<file path="src/hw/asp_pkg.sv">
// constants and types for the asynchronous serial port (modes 1..3)
// assumes a 32-bit axi4-lite register bus and one clock
package asp_pkg;
    // register byte offsets
    localparam logic [3:0] ASP_OFF_CTRL = 4'h0;
    localparam logic [3:0] ASP_OFF_BUF = 4'h4;
    localparam logic [3:0] ASP_OFF_BAUD = 4'h8;
    localparam logic [3:0] ASP_OFF_T2RL = 4'hC;
    // control register bit positions
    localparam int ASP_B_MODE_HI = 7;
    localparam int ASP_B_MODE_LO = 6;
    localparam int ASP_B_MP = 5;
    localparam int ASP_B_REN = 4;
    localparam int ASP_B_TB8 = 3;
    localparam int ASP_B_RB8 = 2;
    localparam int ASP_B_TI = 1;
    localparam int ASP_B_RI = 0;
    // baud register bit positions
    localparam int ASP_B_DBL = 0;
    localparam int ASP_B_TXT2 = 1;
    localparam int ASP_B_RXT2 = 2;
    // mode codes
    localparam logic [1:0] ASP_MODE0 = 2'h0;
    localparam logic [1:0] ASP_MODE1 = 2'h1;
    // oversampling and vote points inside one bit
    localparam logic [3:0] ASP_DIV_LAST = 4'hF;
    localparam logic [3:0] ASP_SMP_A = 4'h7;
    localparam logic [3:0] ASP_SMP_B = 4'h8;
    localparam logic [3:0] ASP_SMP_C = 4'h9;
    // frame lengths after the start bit
    localparam logic [3:0] ASP_TAIL_M1 = 4'h9;
    localparam logic [3:0] ASP_TAIL_M23 = 4'hA;
    localparam logic [3:0] ASP_NINTH_IDX = 4'h9;
    // mode 2 prescale terminal counts (clk/64, clk/32)
    localparam logic [1:0] ASP_M2_SLOW = 2'h3;
    localparam logic [1:0] ASP_M2_FAST = 2'h1;
    localparam logic [15:0] ASP_T2_MAX = 16'hFFFF;
    localparam int ASP_TXDONE_DLY = 2;
    localparam logic [1:0] ASP_RESP_OK = 2'h0;
    localparam logic [1:0] ASP_RESP_ERR = 2'h2;
    localparam logic [31:0] ASP_RD_ZERO = 32'h0000_0000;
    typedef enum logic {ASP_RX_IDLE, ASP_RX_SHIFT} asp_rx_state_t;
endpackage

</file>
<file path="src/hw/asp_serial_port.sv">
// serial port modes 1..3: baud select, frame transmit, voted receive
// assumes timer 1 overflow pulses and rxd arrive synchronous to aclk
//
// Chosen here: register access over AXI4-Lite and the register addresses.
`timescale 1ns/1ps

// Functional notes
// - timer rollover feeds baud, divided by sixteen
// - timer 1 path divides by 32 or 16
// - per-direction timer 2 select, else timer 1
// - timer 2 counts clk/2 from reload
// - timer 2 baud use masks flag and trigger
// - mode 1 send starts at next rollover
// - mode 1 frame: start, 8 lsb-first, stop
// - mode 1 done flag two clocks after stop
// - receive on falling edge when enabled, 16x
// - start edge resets receive sixteen counter
// - bit value is majority of three samples
// - start vote high abandons reception
// - mode 1 stop check stores byte, flag
// - failed check leaves buffer and flags
// - after mid stop return to idle
// - modes 2/3 send eleven bits with ninth
// - mode 2 rate clk/64 or clk/32
// - modes 2/3 done flag as stop placed
// - modes 2/3 accept stores ninth bit
// - mode 3 is mode 2 at timer rate
// - multiproc filter keeps ninth-bit-one frames
// - two mode bits select mode 0..3
// - done flags clear only by software
module asp_serial_port
    import asp_pkg::*;
#(
    parameter int ADDR_W = 4
) (
    input logic aclk,
    input logic aresetn,
    input logic [ADDR_W-1:0] awaddr,
    input logic awvalid,
    output logic awready,
    input logic [31:0] wdata,
    input logic [3:0] wstrb,
    input logic wvalid,
    output logic wready,
    output logic [1:0] bresp,
    output logic bvalid,
    input logic bready,
    input logic [ADDR_W-1:0] araddr,
    input logic arvalid,
    output logic arready,
    output logic [31:0] rdata,
    output logic [1:0] rresp,
    output logic rvalid,
    input logic rready,
    input logic timer1_ovf,
    input logic timer2_ovf_in,
    input logic timer2_ext_reload_trigger,
    output logic timer2_overflow_flag_set,
    output logic timer2_reload_gated,
    input logic rxd,
    output logic txd,
    output logic tx_done_flag,
    output logic rx_done_flag
);

    // register decode shared by read and write paths
    function automatic logic asp_hit(input logic [ADDR_W-1:0] a);
        return a == ASP_OFF_CTRL || a == ASP_OFF_BUF ||
               a == ASP_OFF_BAUD || a == ASP_OFF_T2RL;
    endfunction

    // three-sample majority
    function automatic logic asp_vote(input logic a, input logic b, input logic c);
        return (a & b) | (a & c) | (b & c);
    endfunction

    // software state
    logic [1:0] mode; // serial_mode_hi, serial_mode_lo
    logic multiproc_enable;
    logic rx_enable;
    logic tx_ninth_bit;
    logic rx_ninth_bit;
    logic baud_doubler;
    logic tx_timer2_select;
    logic rx_timer2_select;
    logic [15:0] t2_reload; // timer2_reload_high/low
    logic [7:0] tx_hold; // serial_buffer, write side
    logic [7:0] serial_buffer; // receive side
    // bus holding registers
    logic aw_got;
    logic w_got;
    logic [ADDR_W-1:0] aw_addr;
    logic [31:0] w_data;
    logic [3:0] w_strb;
    logic wr_fire;
    logic wr_ctrl;
    logic wr_buf;
    // baud generation
    logic t1_half;
    logic t1_tick;
    logic [1:0] m2_cnt;
    logic m2_tick;
    logic t2_baud;
    logic t2_half;
    logic [15:0] t2_cnt;
    logic t2_pulse;
    logic timer_mode;
    logic tx_tick;
    logic rx_tick;
    // transmitter
    logic [3:0] tx_div;
    logic tx_roll;
    logic tx_pend;
    logic tx_busy;
    logic [3:0] tx_left;
    logic [9:0] tx_shift;
    logic tx_load;
    logic stop_ev;
    logic [ASP_TXDONE_DLY-1:0] tx_dly;
    logic ti_set;
    // receiver
    asp_rx_state_t rx_state;
    logic rxd_q;
    logic rx_start;
    logic [3:0] rx_div;
    logic [3:0] rx_idx;
    logic [1:0] rx_smp;
    logic rx_decide;
    logic rx_bit;
    logic [7:0] rx_sh;
    logic rx_ninth;
    logic rx_stop;
    logic rx_ok;
    logic rx_load;

    // write channel acceptance, either order
    assign awready = !aw_got && !bvalid;
    assign wready = !w_got && !bvalid;
    assign wr_fire = aw_got && w_got && !bvalid;
    assign wr_ctrl = wr_fire && aw_addr == ASP_OFF_CTRL && w_strb[0];
    assign wr_buf = wr_fire && aw_addr == ASP_OFF_BUF && w_strb[0];
    assign arready = !rvalid;

    // hold address and data until both present
    always_ff @(posedge aclk) begin
        if (!aresetn) begin
            aw_got <= 1'b0;
            w_got <= 1'b0;
            aw_addr <= '0;
            w_data <= '0;
            w_strb <= '0;
        end else if (wr_fire) begin
            aw_got <= 1'b0;
            w_got <= 1'b0;
        end else begin
            if (awvalid && awready) begin
                aw_got <= 1'b1;
                aw_addr <= awaddr;
            end
            if (wvalid && wready) begin
                w_got <= 1'b1;
                w_data <= wdata;
                w_strb <= wstrb;
            end
        end
    end

    // write response, error on unmapped offset
    always_ff @(posedge aclk) begin
        if (!aresetn) begin
            bvalid <= 1'b0;
            bresp <= ASP_RESP_OK;
        end else if (wr_fire) begin
            bvalid <= 1'b1;
            bresp <= asp_hit(aw_addr) ? ASP_RESP_OK : ASP_RESP_ERR;
        end else if (bready) begin
            bvalid <= 1'b0;
        end
    end

    // read path, one cycle after address
    always_ff @(posedge aclk) begin
        if (!aresetn) begin
            rvalid <= 1'b0;
            rdata <= ASP_RD_ZERO;
            rresp <= ASP_RESP_OK;
        end else if (arvalid && arready) begin
            rvalid <= 1'b1;
            rresp <= asp_hit(araddr) ? ASP_RESP_OK : ASP_RESP_ERR;
            rdata <= ASP_RD_ZERO;
            case (araddr)
                ASP_OFF_CTRL: begin
                    rdata[7:0] <= {mode, multiproc_enable, rx_enable,
                                   tx_ninth_bit, rx_ninth_bit,
                                   tx_done_flag, rx_done_flag};
                end
                ASP_OFF_BUF: rdata[7:0] <= serial_buffer;
                ASP_OFF_BAUD: begin
                    rdata[2:0] <= {rx_timer2_select, tx_timer2_select, baud_doubler};
                end
                ASP_OFF_T2RL: rdata[15:0] <= t2_reload;
                default: rdata <= ASP_RD_ZERO;
            endcase
        end else if (rready) begin
            rvalid <= 1'b0;
        end
    end

    // software-owned configuration bits
    always_ff @(posedge aclk) begin
        if (!aresetn) begin
            mode <= ASP_MODE0;
            multiproc_enable <= 1'b0;
            rx_enable <= 1'b0;
            tx_ninth_bit <= 1'b0;
            baud_doubler <= 1'b0;
            tx_timer2_select <= 1'b0;
            rx_timer2_select <= 1'b0;
            t2_reload <= '0;
        end else if (wr_fire) begin
            if (wr_ctrl) begin
                mode <= {w_data[ASP_B_MODE_HI], w_data[ASP_B_MODE_LO]};
                multiproc_enable <= w_data[ASP_B_MP];
                rx_enable <= w_data[ASP_B_REN];
                tx_ninth_bit <= w_data[ASP_B_TB8];
            end
            if (aw_addr == ASP_OFF_BAUD && w_strb[0]) begin
                baud_doubler <= w_data[ASP_B_DBL];
                tx_timer2_select <= w_data[ASP_B_TXT2];
                rx_timer2_select <= w_data[ASP_B_RXT2];
            end
            if (aw_addr == ASP_OFF_T2RL && w_strb[0]) t2_reload[7:0] <= w_data[7:0];
            if (aw_addr == ASP_OFF_T2RL && w_strb[1]) t2_reload[15:8] <= w_data[15:8];
        end
    end

    // sticky flags, hardware set beats software write
    always_ff @(posedge aclk) begin
        if (!aresetn) begin
            tx_done_flag <= 1'b0;
            rx_done_flag <= 1'b0;
        end else begin
            if (ti_set) tx_done_flag <= 1'b1;
            else if (wr_ctrl) tx_done_flag <= w_data[ASP_B_TI];
            if (rx_load) rx_done_flag <= 1'b1;
            else if (wr_ctrl) rx_done_flag <= w_data[ASP_B_RI];
        end
    end

    // timer 1 overflow halved unless doubler set
    assign t1_tick = timer1_ovf && (baud_doubler || t1_half);
    // mode 2 prescale: 16x tick every 4 or 2 clocks
    assign m2_tick = m2_cnt == (baud_doubler ? ASP_M2_FAST : ASP_M2_SLOW);
    // timer 2 in baud use hides flag and reload trigger
    assign t2_baud = tx_timer2_select || rx_timer2_select;
    assign timer2_overflow_flag_set = timer2_ovf_in && !t2_baud;
    assign timer2_reload_gated = timer2_ext_reload_trigger && !t2_baud;
    // rollover from full count sends one baud pulse
    assign t2_pulse = t2_baud && t2_half && t2_cnt == ASP_T2_MAX;
    // modes 1 and 3 share the timer rate
    assign timer_mode = mode[0];
    assign tx_tick = timer_mode ? (tx_timer2_select ? t2_pulse : t1_tick)
                                : (mode[1] && m2_tick);
    assign rx_tick = timer_mode ? (rx_timer2_select ? t2_pulse : t1_tick)
                                : (mode[1] && m2_tick);

    // prescalers run in every mode; mode 0 has no tick so transmit and receive never move there
    always_ff @(posedge aclk) begin
        if (!aresetn) begin
            t1_half <= 1'b0;
            m2_cnt <= '0;
        end else begin
            if (timer1_ovf) t1_half <= !t1_half;
            m2_cnt <= m2_tick ? 2'h0 : m2_cnt + 2'h1;
        end
    end

    // timer 2 counts clk/2 and reloads after full count
    always_ff @(posedge aclk) begin
        if (!aresetn) begin
            t2_half <= 1'b0;
            t2_cnt <= '0;
        end else if (!t2_baud) begin
            t2_half <= 1'b0;
            t2_cnt <= t2_reload;
        end else begin
            t2_half <= !t2_half;
            if (t2_half) t2_cnt <= t2_pulse ? t2_reload : t2_cnt + 16'h0001;
        end
    end

    // transmit sixteen counter, never realigned by rx
    assign tx_roll = tx_tick && tx_div == ASP_DIV_LAST;
    // load waits for a rollover, previous frame done
    assign tx_load = tx_roll && tx_pend && (!tx_busy || tx_left == 4'h0);
    assign stop_ev = tx_roll && tx_busy && tx_left == 4'h1;
    // modes 2/3 flag with stop; mode 1 delayed
    assign ti_set = (stop_ev && mode[1]) || tx_dly[ASP_TXDONE_DLY-1];

    // divide-by-16 bit clock for transmit
    always_ff @(posedge aclk) begin
        if (!aresetn) tx_div <= '0;
        else if (tx_tick) tx_div <= tx_div + 4'h1;
    end

    // pending buffer write, a new write overwrites the held byte
    always_ff @(posedge aclk) begin
        if (!aresetn) begin
            tx_pend <= 1'b0;
            tx_hold <= '0;
        end else if (wr_buf) begin
            tx_pend <= 1'b1;
            tx_hold <= w_data[7:0];
        end else if (tx_load) begin
            tx_pend <= 1'b0;
        end
    end

    // frame shifter; line idles high
    always_ff @(posedge aclk) begin
        if (!aresetn) begin
            txd <= 1'b1;
            tx_busy <= 1'b0;
            tx_left <= '0;
            tx_shift <= '1;
        end else if (tx_load) begin
            // start bit low; ninth bit before stop
            txd <= 1'b0;
            tx_busy <= 1'b1;
            tx_left <= mode[1] ? ASP_TAIL_M23 : ASP_TAIL_M1;
            tx_shift <= mode[1] ? {1'b1, tx_ninth_bit, tx_hold} : {2'b11, tx_hold};
        end else if (tx_roll && tx_busy) begin
            if (tx_left == 4'h0) begin
                tx_busy <= 1'b0;
            end else begin
                // data out lsb first, stop fills from the top
                txd <= tx_shift[0];
                tx_shift <= {1'b1, tx_shift[9:1]};
                tx_left <= tx_left - 4'h1;
            end
        end
    end

    // two-clock delay of the mode 1 done flag
    always_ff @(posedge aclk) begin
        if (!aresetn) tx_dly <= '0;
        else tx_dly <= {tx_dly[ASP_TXDONE_DLY-2:0], stop_ev && !mode[1]};
    end

    // start only when enabled, not mode 0, on a falling edge
    assign rx_start = rx_state == ASP_RX_IDLE && rx_enable && mode != ASP_MODE0 &&
                      rxd_q && !rxd;
    assign rx_decide = rx_state == ASP_RX_SHIFT && rx_tick && rx_div == ASP_SMP_C;
    // majority of the three middle samples
    assign rx_bit = asp_vote(rx_smp[1], rx_smp[0], rxd);
    assign rx_stop = rx_decide && rx_idx == (mode[1] ? ASP_TAIL_M23 : ASP_TAIL_M1);
    // mode 1 checks stop; modes 2/3 check ninth bit
    assign rx_ok = !rx_done_flag &&
                   (!multiproc_enable || (mode[1] ? rx_ninth : rx_bit));
    assign rx_load = rx_stop && rx_ok;

    // previous line level for edge detection
    always_ff @(posedge aclk) begin
        if (!aresetn) rxd_q <= 1'b1;
        else rxd_q <= rxd;
    end

    // receive sequencer
    always_ff @(posedge aclk) begin
        if (!aresetn) begin
            rx_state <= ASP_RX_IDLE;
            rx_div <= '0;
            rx_idx <= '0;
            rx_smp <= '0;
        end else begin
            case (rx_state)
                ASP_RX_IDLE: begin
                    if (rx_start) begin
                        // realign receive counter to the edge
                        rx_state <= ASP_RX_SHIFT;
                        rx_div <= '0;
                        rx_idx <= '0;
                    end
                end
                ASP_RX_SHIFT: begin
                    if (rx_tick) rx_div <= rx_div + 4'h1;
                    if (rx_tick && (rx_div == ASP_SMP_A || rx_div == ASP_SMP_B)) begin
                        rx_smp <= {rx_smp[0], rxd};
                    end
                    if (rx_decide) begin
                        rx_idx <= rx_idx + 4'h1;
                        if (rx_idx == 4'h0 && rx_bit) rx_state <= ASP_RX_IDLE;
                        if (rx_stop) rx_state <= ASP_RX_IDLE;
                    end
                end
                default: rx_state <= ASP_RX_IDLE;
            endcase
        end
    end

    // data and ninth-bit capture
    always_ff @(posedge aclk) begin
        if (!aresetn) begin
            rx_sh <= '0;
            rx_ninth <= 1'b0;
        end else if (rx_decide && rx_idx != 4'h0) begin
            if (rx_idx < ASP_NINTH_IDX) rx_sh <= {rx_bit, rx_sh[7:1]};
            if (rx_idx == ASP_NINTH_IDX) rx_ninth <= rx_bit;
        end
    end

    // buffer moves only on acceptance; ninth field on acceptance or control write
    always_ff @(posedge aclk) begin
        if (!aresetn) begin
            serial_buffer <= '0;
            rx_ninth_bit <= 1'b0;
        end else if (rx_load) begin
            // ninth bit in modes 2/3, stop bit in mode 1
            serial_buffer <= rx_sh;
            rx_ninth_bit <= mode[1] ? rx_ninth : rx_bit;
        end else if (wr_ctrl) begin
            rx_ninth_bit <= w_data[ASP_B_RB8];
        end
    end
endmodule // asp_serial_port

</file>
<file path="config.mk">
export PLATFORM = sky130hd
export DESIGN_NAME = asp_serial_port
export DESIGN_NICKNAME = d
export VERILOG_FILES = /design/src/hw/asp_pkg.sv /design/src/hw/asp_serial_port.sv
export SDC_FILE = /design/constraint.sdc
export NUM_CORES = 1
export LEC_CHECK = 0
export BUFFER_PORTS_ARGS = -buffer_cell sky130_fd_sc_hd__buf_2
export CAP_MARGIN = 5
export CORE_MARGIN = 10
export CORE_UTILIZATION = 38
export DETAILED_ROUTE_END_ITERATION = 8
export GPL_ROUTABILITY_DRIVEN = 0
export PLACE_DENSITY = 0.55
export SETUP_SLACK_MARGIN = 0.1
export SLEW_MARGIN = 5
export SYNTH_ARGS = -nofsm -noshare
export SYNTH_HDL_FRONTEND = slang
export SYNTH_SLANG_ARGS = --single-unit
</file>
<file path="constraint.sdc">
create_clock -name aclk -period 4.3 [get_ports aclk]
set_clock_uncertainty 0.15 [all_clocks]
set_input_delay 0.86 -clock aclk [delete_from_list [all_inputs] [get_ports aclk]]
set_output_delay 0.86 -clock aclk [all_outputs]
set_load 0.03 [all_outputs]
</file>
[After elaboration in Yosys (flattened, before gate mapping)]
Cells that the tools add are included.
Word-level totals
  register bits after elaboration: 153
  output and inout bits: 46
Cells by class
  muxes and demuxes: 50
  add/sub/neg operators: 6
  bitwise gates (word level): 8
  equal/unequal tests: 20
  $lt $le $gt $ge: 1
  reductions and logical operators: 92
Operators by type and width (number)
  2-to-1 mux 16 bit: 3
  logical AND 1 bit: 39
  == test 4 bit (second input constant): 8
  2-to-1 mux 10 bit: 3
  AND reduction 2 bit: 14
  2-to-1 mux 1 bit: 27
  2-to-1 mux 4 bit: 6
  adder 16 x 1 -> 16 bit (second input constant): 1
  == test 16 bit (second input constant): 1
  logical NOT 4 bit: 4
  case mux 4 bit (2 select lines): 2
  nonzero test 2 bit: 8
  case mux 5 bit (3 select lines): 1
  adder 4 x 1 -> 4 bit (second input constant): 3
  == test 4 x 3 -> 1 bit (second input constant): 3
  logical NOT 1 bit: 12
  logical OR 1 bit: 12
  case mux 3 bit (4 select lines): 1
  2-to-1 mux 9 bit: 1
  2-to-1 mux 2 bit: 4
  2-to-1 mux 8 bit: 1
  inequality test 2 bit (second input constant): 3
  == test 4 x 1 -> 1 bit (second input constant): 1
  == test 4 bit: 1
  other kinds (11): 18

[Depth between registers and ports, before layout]
Gate-level depths: netlist of the first run.
  depth in word-level cells: 11
  mapped depth: 8
  depth with buffers taken out: 7

[Worst setup path after synthesis of the first run]
OpenSTA, ideal clock, no wires.
  path type: reg2reg
  from: reg bvalid
  to: reg tx_done_flag
  path buffers: 1
  setup slack: 1923 ps
  arrival: 2108 ps
  cell stages (with the launch flop): 7
  library setup time: 120 ps
  path through: dfxtp_1 and3b_1 and3_1 nor3b_1 buf_1 mux2_2 o31a_1
On the way
  word-level cells in the longest chain between the ends: 5
RTL lines
  start, declared: RTL line asp_serial_port.sv:46  | output logic bvalid,
  start signal, assigned: RTL line asp_serial_port.sv:171  | bvalid <= 1'b0;
  start signal, assigned: RTL line asp_serial_port.sv:174  | bvalid <= 1'b1;
  start signal, assigned: RTL line asp_serial_port.sv:177  | bvalid <= 1'b0;
  logical NOT 1 bit: RTL line asp_serial_port.sv:139  | assign wr_fire = aw_got && w_got && !bvalid;
  logical AND 1 bit: RTL line asp_serial_port.sv:139
  logical AND 1 bit (2 in series): RTL line asp_serial_port.sv:140  | assign wr_ctrl = wr_fire && aw_addr == ASP_OFF_CTRL && w_strb[0];
  nonzero test 2 bit (no line)
  end signal, assigned: RTL line asp_serial_port.sv:244  | else if (wr_ctrl) tx_done_flag <= w_data[ASP_B_TI];
  end, declared: RTL line asp_serial_port.sv:62  | output logic tx_done_flag,
Every way passes these cells.
A chain may end at the register's enable or synchronous reset.

[Final worst setup path of the first run]
  from: reg t2_cnt[0]
  to: reg rx_sh[0]
On the way
  word-level cells in the longest chain between the ends: 8
RTL lines
  start, declared: RTL line asp_serial_port.sv:105  | logic [15:0] t2_cnt;
  start signal, assigned: RTL line asp_serial_port.sv:285  | t2_cnt <= t2_reload;
  start signal, assigned: RTL line asp_serial_port.sv:288  | if (t2_half) t2_cnt <= t2_pulse ? t2_reload : t2_cnt + 16'h0001;
  == test 16 bit: RTL line asp_serial_port.sv:259  | assign t2_pulse = t2_baud && t2_half && t2_cnt == ASP_T2_MAX;
  logical AND 1 bit: RTL line asp_serial_port.sv:259
  2-to-1 mux 1 bit (2 in series): RTL line asp_serial_port.sv:264  | assign rx_tick = timer_mode ? (rx_timer2_select ? t2_pulse : t1_tick)
  logical AND 1 bit (2 in series): RTL line asp_serial_port.sv:353  | assign rx_decide = rx_state == ASP_RX_SHIFT && rx_tick && rx_div == ASP_SMP_C;
  logical AND 1 bit: RTL line asp_serial_port.sv:406  | end else if (rx_decide && rx_idx != 4'h0) begin
  AND reduction 2 bit (no line)
  end signal, assigned: RTL line asp_serial_port.sv:407  | if (rx_idx < ASP_NINTH_IDX) rx_sh <= {rx_bit, rx_sh[7:1]};
  end, declared: RTL line asp_serial_port.sv:130  | logic [7:0] rx_sh;
Every way passes these cells.

==> summary.txt, run 1 <==
Detailed routing
  – Number of antenna-violating nets in the routed design: 0
  – Wire length per cell: 16.7 um
  – Drt first-iter violations: 383
  – Aggregate routed wire length: 17500 um
  – Post-route DRC: 0
  – Via density per instance: 5.34
  – Drt pass-1 iters: 5
  – Detailed-route via count: 5625

STA
  – Finish-stage setup viols: 0
  – Number of failing hold endpoints at the final stage: 0
  – Max Fclk: about 310 MHz
  – Transition at the pin with the smallest max-transition slack: 0.995 ns
  – Max Transition Viols Final: 0
  – Post-layout worst setup margin: roughly 1.1 ns
  – Worst-case hold slack: 0.302 ns
  – Minimum period implied by the final worst setup slack: 3.19 ns
  – Worst rel slew slack: 33.4%
  – Fin Setup TNS: 0 ns
  – Final critical-path share of the clock period: 74.3%
  – Unrepaired setup endpoints after global routing: false

Flow run
  – Max_cap viols: 0

Layout
  – Layout cells sized above 1: approximately 14%
  – Area growth from synthesis to layout: 14.7%
  – Diodes inserted: 0
  – Final non-filler cell area: 0.00773 mm^2
  – Post-layout nets: 881

CTS
  – TritonCTS clock tree: built
  – CTS Root Buffer Type: sky130_fd_sc_hd__clkbuf_16
  – Number of buffers created by CTS: 17
  – Cts hold-fix bufs: 0
  – TritonCTS Sinks: 150
  – Number of buffers added for setup after CTS: 0
  – Max Buffers Root-to-Sink: 2
  – Gates resized, CTS repair: 0
  – Deepest level of the CTS H-tree: 4
  – Clk pin slew, worst setup/hold paths: 0.06 ns
  – Clock Latency Late Sink: between 0.4 and 0.5 ns

Hold path
  – HP Class: register to register

Synthesis
  – Gate Count Post-Synth: just under 800
  – Unique cell type count in the Yosys netlist: 62
  – Number of enable flip-flop cells after synthesis: 0
  – Most common flop cell mapped by yosys: sky130_fd_sc_hd__dfxtp_1
  – Synth top cells by count: sky130_fd_sc_hd__dfxtp_1 (150), sky130_fd_sc_hd__nand2_1 (94), sky130_fd_sc_hd__nor2_1 (85), sky130_fd_sc_hd__mux2i_1 (62), sky130_fd_sc_hd__a21oi_1 (56)
  – Flop and latch count out of synthesis: 150
  – Most common cell in the synthesized netlist: sky130_fd_sc_hd__dfxtp_1
  – Library cell with the largest summed area after synthesis: sky130_fd_sc_hd__dfxtp_1
  – Fraction of the yosys area taken by sequential cells: 44.6%
  – Yosys warning count: 0
  – Cell area after technology mapping: 0.00674 mm^2
  – Area fraction of the dominant cell type after synthesis: 44.6%
  – Post-synthesis async set-or-reset flop share: 0%
  – Average footprint of a synthesized cell: 8.68 um^2
  – Ranking of synthesized cells by area: sky130_fd_sc_hd__dfxtp_1 (45%), sky130_fd_sc_hd__mux2i_1 (9.2%), sky130_fd_sc_hd__nand2_1 (5.2%)

Placement
  – Hpwl dp: 12600 um
  – Number of port buffers: 64
  – Minimum setup slack after placement: 1.09 ns
  – Cell Area, Placed: 0.00715 mm^2

Setup path
  – Launching element type of the critical path: register
  – Crit path DAT: 3.34 ns
  – Crit path required time: approximately 4.4 ns
  – Startpoint-to-endpoint class of the critical path: register to register
  – Sort of element at the end of the critical path: register
  – Peak fanout along the critical path: 12

Die
  – Starting density of the core: 38.8%
  – IO Pins: around 100
  – Core Area: around 0.017 mm^2
  – Die Outline Area: 0.0235 mm^2
  – X dimension of the die: 153 um
  – Row Count: between 40 and 50
  – Die Span Y: around 150 um

Power and ir drop
  – Power after layout: 3050 uW
  – Total power per unit cell area: slightly below 400 mW/mm^2
  – Peak supply drop: approximately 0.27 mV
  – Leakage power: 0.00311 uW

GRT
  – Grt total ovfl: 0
  – Global routing usage summed across all routing layers: 14.8%
  – First-pass GRT wire length: 28800 um
  – Antenna violations before repair: 0
  – Vias in the first global route: approximately 5400
  – Pin count of the biggest net entering global routing: 98

Status
  – Status: completed
## layout make-up
| class | instances | area, um^2 |
|---|---|---|
| clock inverters | 12 | 129 |
| well taps | 225 | 282 |
| fillers | 1670 | 9630 |
| multi-input cells | 561 | 3430 |
| repair buffers | 71 | 385 |
| flip-flops and latches | 150 | 3000 |
| inverters | 14 | 53.8 |
| clock buffers | 20 | 447 |
## placed cells by master, fill, tap and decap left out, types with 20 or more instances in the layout
master                    instances
sky130_fd_sc_hd__nand3_1         26
sky130_fd_sc_hd__dfxtp_1        150
sky130_fd_sc_hd__a21oi_1         56
sky130_fd_sc_hd__buf_2           64
sky130_fd_sc_hd__o21ai_0         34
sky130_fd_sc_hd__mux2i_1         62
sky130_fd_sc_hd__nor2_1          85
sky130_fd_sc_hd__a22oi_1         20
sky130_fd_sc_hd__nand2_1         94
## routing by layer
layer | GRT usage, % | share of wire, % | up-vias
li1 | - | - | 2811
met5 | 0 | 0 | -
met1 | 18.4 | 46 | 2681
met2 | 24.3 | 49 | 112
met3 | 3.45 | 4.2 | 21
met4 | 5.13 | 1.5 | 0
## cells by family after synthesis
kind of cell             count (synthesis)  share of synthesized area [%]
multiplexers                            66                           10.4
adder cells (fa/ha/maj)                 12                           2.19
AO/OA/AOI/OAI                          156                           14.6
XOR/XNOR                                 2                          0.260
buffers and inverters                   82                           5.72
other                                    1                         0.0556
AND/OR/NAND/NOR                        307                           22.3
flip-flops                             150                           44.6
## power by group
group          switching, uW  internal, uW  total (uW)  leakage [uW]
sequential              20.5          1410        1430       0.00121
combinational            114          44.2         158       0.00162
clock                    588           868        1460      0.000276
## state kept, by name, summed over array words and instances (netlist names), 4 cells and up
name	flops
aw_addr	4
rdata	16
rx_div	4
rx_idx	4
rx_sh	8
serial_buffer	8
t2_cnt	16
t2_reload	16
tx_div	4
tx_hold	8
tx_left	4
tx_shift	9
w_data	16
## worst max-delay path, stage by stage, from the launching register on
cell and delay (ns):
sky130_fd_sc_hd__dfxtp_1 0.39, sky130_fd_sc_hd__ha_1 0.24, sky130_fd_sc_hd__nand4_1 0.25, sky130_fd_sc_hd__nor4_4 0.42, sky130_fd_sc_hd__o2111ai_1 0.49, sky130_fd_sc_hd__or4_1 0.91, sky130_fd_sc_hd__mux2i_1 0.20
## stage by stage
| stage | utilization [%] | cells |
|---|---|---|
| 6_report | 44.5 | 1053 |
| 5_1_grt | 44.5 | 1053 |
| 4_1_cts | 44.5 | 1053 |
| 3_5_place_dp | 41.2 | 1021 |
| 3_3_place_gp | 41.2 | 1021 |
| 2_1_floorplan | - | 793 |
## final timing paths
check	startpoint	end	slack [ns]	cells after the start
min reg2reg	w_strb[0]	w_strb[0]	0.30	2
max reg2reg	t2_cnt[0]	rx_sh[0]	1.11	6
min	w_strb[0]	w_strb[0]	0.30	2
max	t2_cnt[0]	rx_sh[0]	1.11	6
(Power assumes the default switching activity.)
==> inputs of run 2 (changes only) <==
==> constraint.sdc (replaced) <==
create_clock -name aclk -period 3.1 [get_ports aclk]
set_clock_uncertainty 0.15 [all_clocks]
set_input_delay 0.62 -clock aclk [delete_from_list [all_inputs] [get_ports aclk]]
set_output_delay 0.62 -clock aclk [all_outputs]
set_load 0.03 [all_outputs]
==> summary.txt, run 2 (synthesis results as in run 1) <==
Status
  – Status: completed (unchanged)

GRT
  – Pin count of the biggest net entering global routing: 59 (was 98)
  – Vias in the first global route: 5607 (was 5435)
  – Grt total ovfl: 0 (unchanged)
  – Global routing usage summed across all routing layers: 15.2% (was 14.8%)
  – First-pass GRT wire length: 29600 um (was 28800 um)
  – Antenna violations before repair: 0 (unchanged)

Die
  – Row Count: 48 (unchanged)
  – Die Outline Area: 0.0235 mm^2 (unchanged)
  – Core Area: 0.0174 mm^2 (unchanged)
  – Starting density of the core: 38.8% (unchanged)
  – IO Pins: 101 (unchanged)
  – Die Span Y: 153 um (unchanged)
  – X dimension of the die: 153 um (unchanged)

Detailed routing
  – Via density per instance: 5.37 (was 5.34)
  – Drt first-iter violations: 439 (was 383)
  – Drt pass-1 iters: 5 (unchanged)
  – Detailed-route via count: 5700 (was 5625)
  – Number of antenna-violating nets in the routed design: 0 (unchanged)
  – Wire length per cell: 16.9 um (was 16.7 um)
  – Post-route DRC: 0 (unchanged)
  – Aggregate routed wire length: 17900 um (was 17500 um)

Setup path
  – Sort of element at the end of the critical path: register (unchanged)
  – Startpoint-to-endpoint class of the critical path: register to register (unchanged)
  – Peak fanout along the critical path: 8 (was 12)
  – Cell type of the slowest stage on the worst timing path: sky130_fd_sc_hd__or4_4 (was sky130_fd_sc_hd__or4_1)
  – Worst r2r path cells: 6 (unchanged)
  – Largest incremental delay on the critical path: 0.67 ns (was 0.91 ns)
  – Launching element type of the critical path: register (unchanged)
  – Critical path cell sequence: ha_1, nand4_1, nor4_4, o2111ai_1, or4_4, mux2i_1 (was ha_1, nand4_1, nor4_4, o2111ai_1, or4_1, mux2i_1)
  – Crit path DAT: 2.82 ns (was 3.34 ns)
  – Crit path required time: 3.26 ns (was 4.44 ns)

Layout
  – Most common library cell in the layout ignoring fill and taps: sky130_fd_sc_hd__dfxtp_1 (unchanged)
  – Layout cells sized above 1: 14.8% (was 14.1%)
  – Diodes inserted: 0 (unchanged)
  – Commonest cells after routing, fill and taps aside: sky130_fd_sc_hd__dfxtp_1 (150), sky130_fd_sc_hd__nand2_1 (94), sky130_fd_sc_hd__nor2_1 (85) (unchanged)
  – Area growth from synthesis to layout: 15.9% (was 14.7%)
  – Post-layout nets: 889 (was 881)
  – Final non-filler cell area: 0.00781 mm^2 (was 0.00773 mm^2)

CTS
  – Clk pin slew, worst setup/hold paths: 0.06 ns (about the same)
  – Number of buffers created by CTS: 17 (unchanged)
  – Max Buffers Root-to-Sink: 2 (unchanged)
  – Gates resized, CTS repair: 0 (unchanged)
  – Cts hold-fix bufs: 0 (unchanged)
  – Deepest level of the CTS H-tree: 4 (unchanged)
  – TritonCTS clock tree: built (unchanged)
  – TritonCTS Sinks: 150 (unchanged)
  – CTS Root Buffer Type: sky130_fd_sc_hd__clkbuf_16 (unchanged)
  – Clock Latency Late Sink: 0.42 ns (about the same)
  – Number of buffers added for setup after CTS: 0 (unchanged)

STA
  – Max Transition Viols Final: 0 (unchanged)
  – Minimum period implied by the final worst setup slack: 2.66 ns (was 3.19 ns)
  – Transition at the pin with the smallest max-transition slack: 0.966 ns (was 0.995 ns)
  – Max Fclk: 376 MHz (was 313 MHz)
  – Unrepaired setup endpoints after global routing: false (unchanged)
  – Finish-stage setup viols: 0 (unchanged)
  – Fin Setup TNS: 0 ns (unchanged)
  – Worst rel slew slack: 35.3% (was 33.4%)
  – Post-layout worst setup margin: 0.441 ns (was 1.11 ns)
  – Final critical-path share of the clock period: 85.8% (was 74.3%)
  – Number of failing hold endpoints at the final stage: 0 (unchanged)

Placement
  – Number of port buffers: 64 (unchanged)
  – Cell Area, Placed: 0.00721 mm^2 (was 0.00715 mm^2)
  – Minimum setup slack after placement: 0.243 ns (was 1.09 ns)
  – Hpwl dp: 12900 um (was 12600 um)

Hold path
  – HP Class: input pin to register (was register to register)
  – Number of cells on the worst hold path: 3 (was 2)

Power and ir drop
  – Peak supply drop: 0.382 mV (was 0.274 mV)
  – Leakage power: 0.00316 uW (was 0.00311 uW)
  – Total power per unit cell area: 551 mW/mm^2 (was 394 mW/mm^2)

Flow run
  – Max_cap viols: 0 (unchanged)
[run 2: cell count changes in the layout (fill, tap and decap cells not counted), sizes merged]
cell / previous run / this run
buf: 71 / 79
bufinv: 2 / 3
clkbuf: 20 / 23
clkinv: 7 / 5
clkinvlp: 3 / 2
inv: 14 / 13
[run 2: where the power goes]
group	total [uW]	internal [uW]	switching [uW]
registers	1990	1960	29.9
logic	224	64.4	160
clock network	2090	1300	790
total	4310	3330	980
[run 2: layout make-up]
class                   instances  area, um^2
multi-input cells             561        3430
clock buffers                  23         468
inverters                      14        53.8
repair buffers                 79         445
flip-flops and latches        150        3000
clock inverters                 9         125
fillers                      1678        9550
well taps                     225         282
[run 2: final timing paths]
path / start / to / slack, ns
setup / recovery: t2_cnt[0] / rx_sh[7] / 0.44
hold / removal: awaddr[0] / aw_addr[0] / 0.29
setup reg to reg: t2_cnt[0] / rx_sh[7] / 0.44
hold reg to reg: tx_dly[0] / tx_dly[1] / 0.30
[run 2: stage by stage]
stage / utilization, % / cells / total power [uW] / hold slack, ns
after floorplan: - / 793 / 2190 / 0.262
after global placement: 41.6 / 1029 / 2250 / 0.274
after detailed placement: 41.6 / 1029 / 2260 / 0.283
after CTS: 45.0 / 1061 / 4350 / 0.269
after global routing: 45.0 / 1061 / 4450 / 0.283
final: 45.0 / 1061 / 4310 / 0.285
[run 2: worst max-delay path, delay by kind of cell (launching register included)]
family | cells | cell delay, ns
simple gates | 3 | 1.37
compound gates | 1 | 0.23
flops | 1 | 0.39
fa+ha+maj | 1 | 0.24
mux | 1 | 0.16
[run 2: routing by layer]
layer	track usage, %	share of wire (%)	up-vias
met1	18.9	45	2723
met2	25.1	48	129
li1	-	-	2830
met3	3.37	4.5	18
met4	5.90	1.7	0
met5	0	0	-
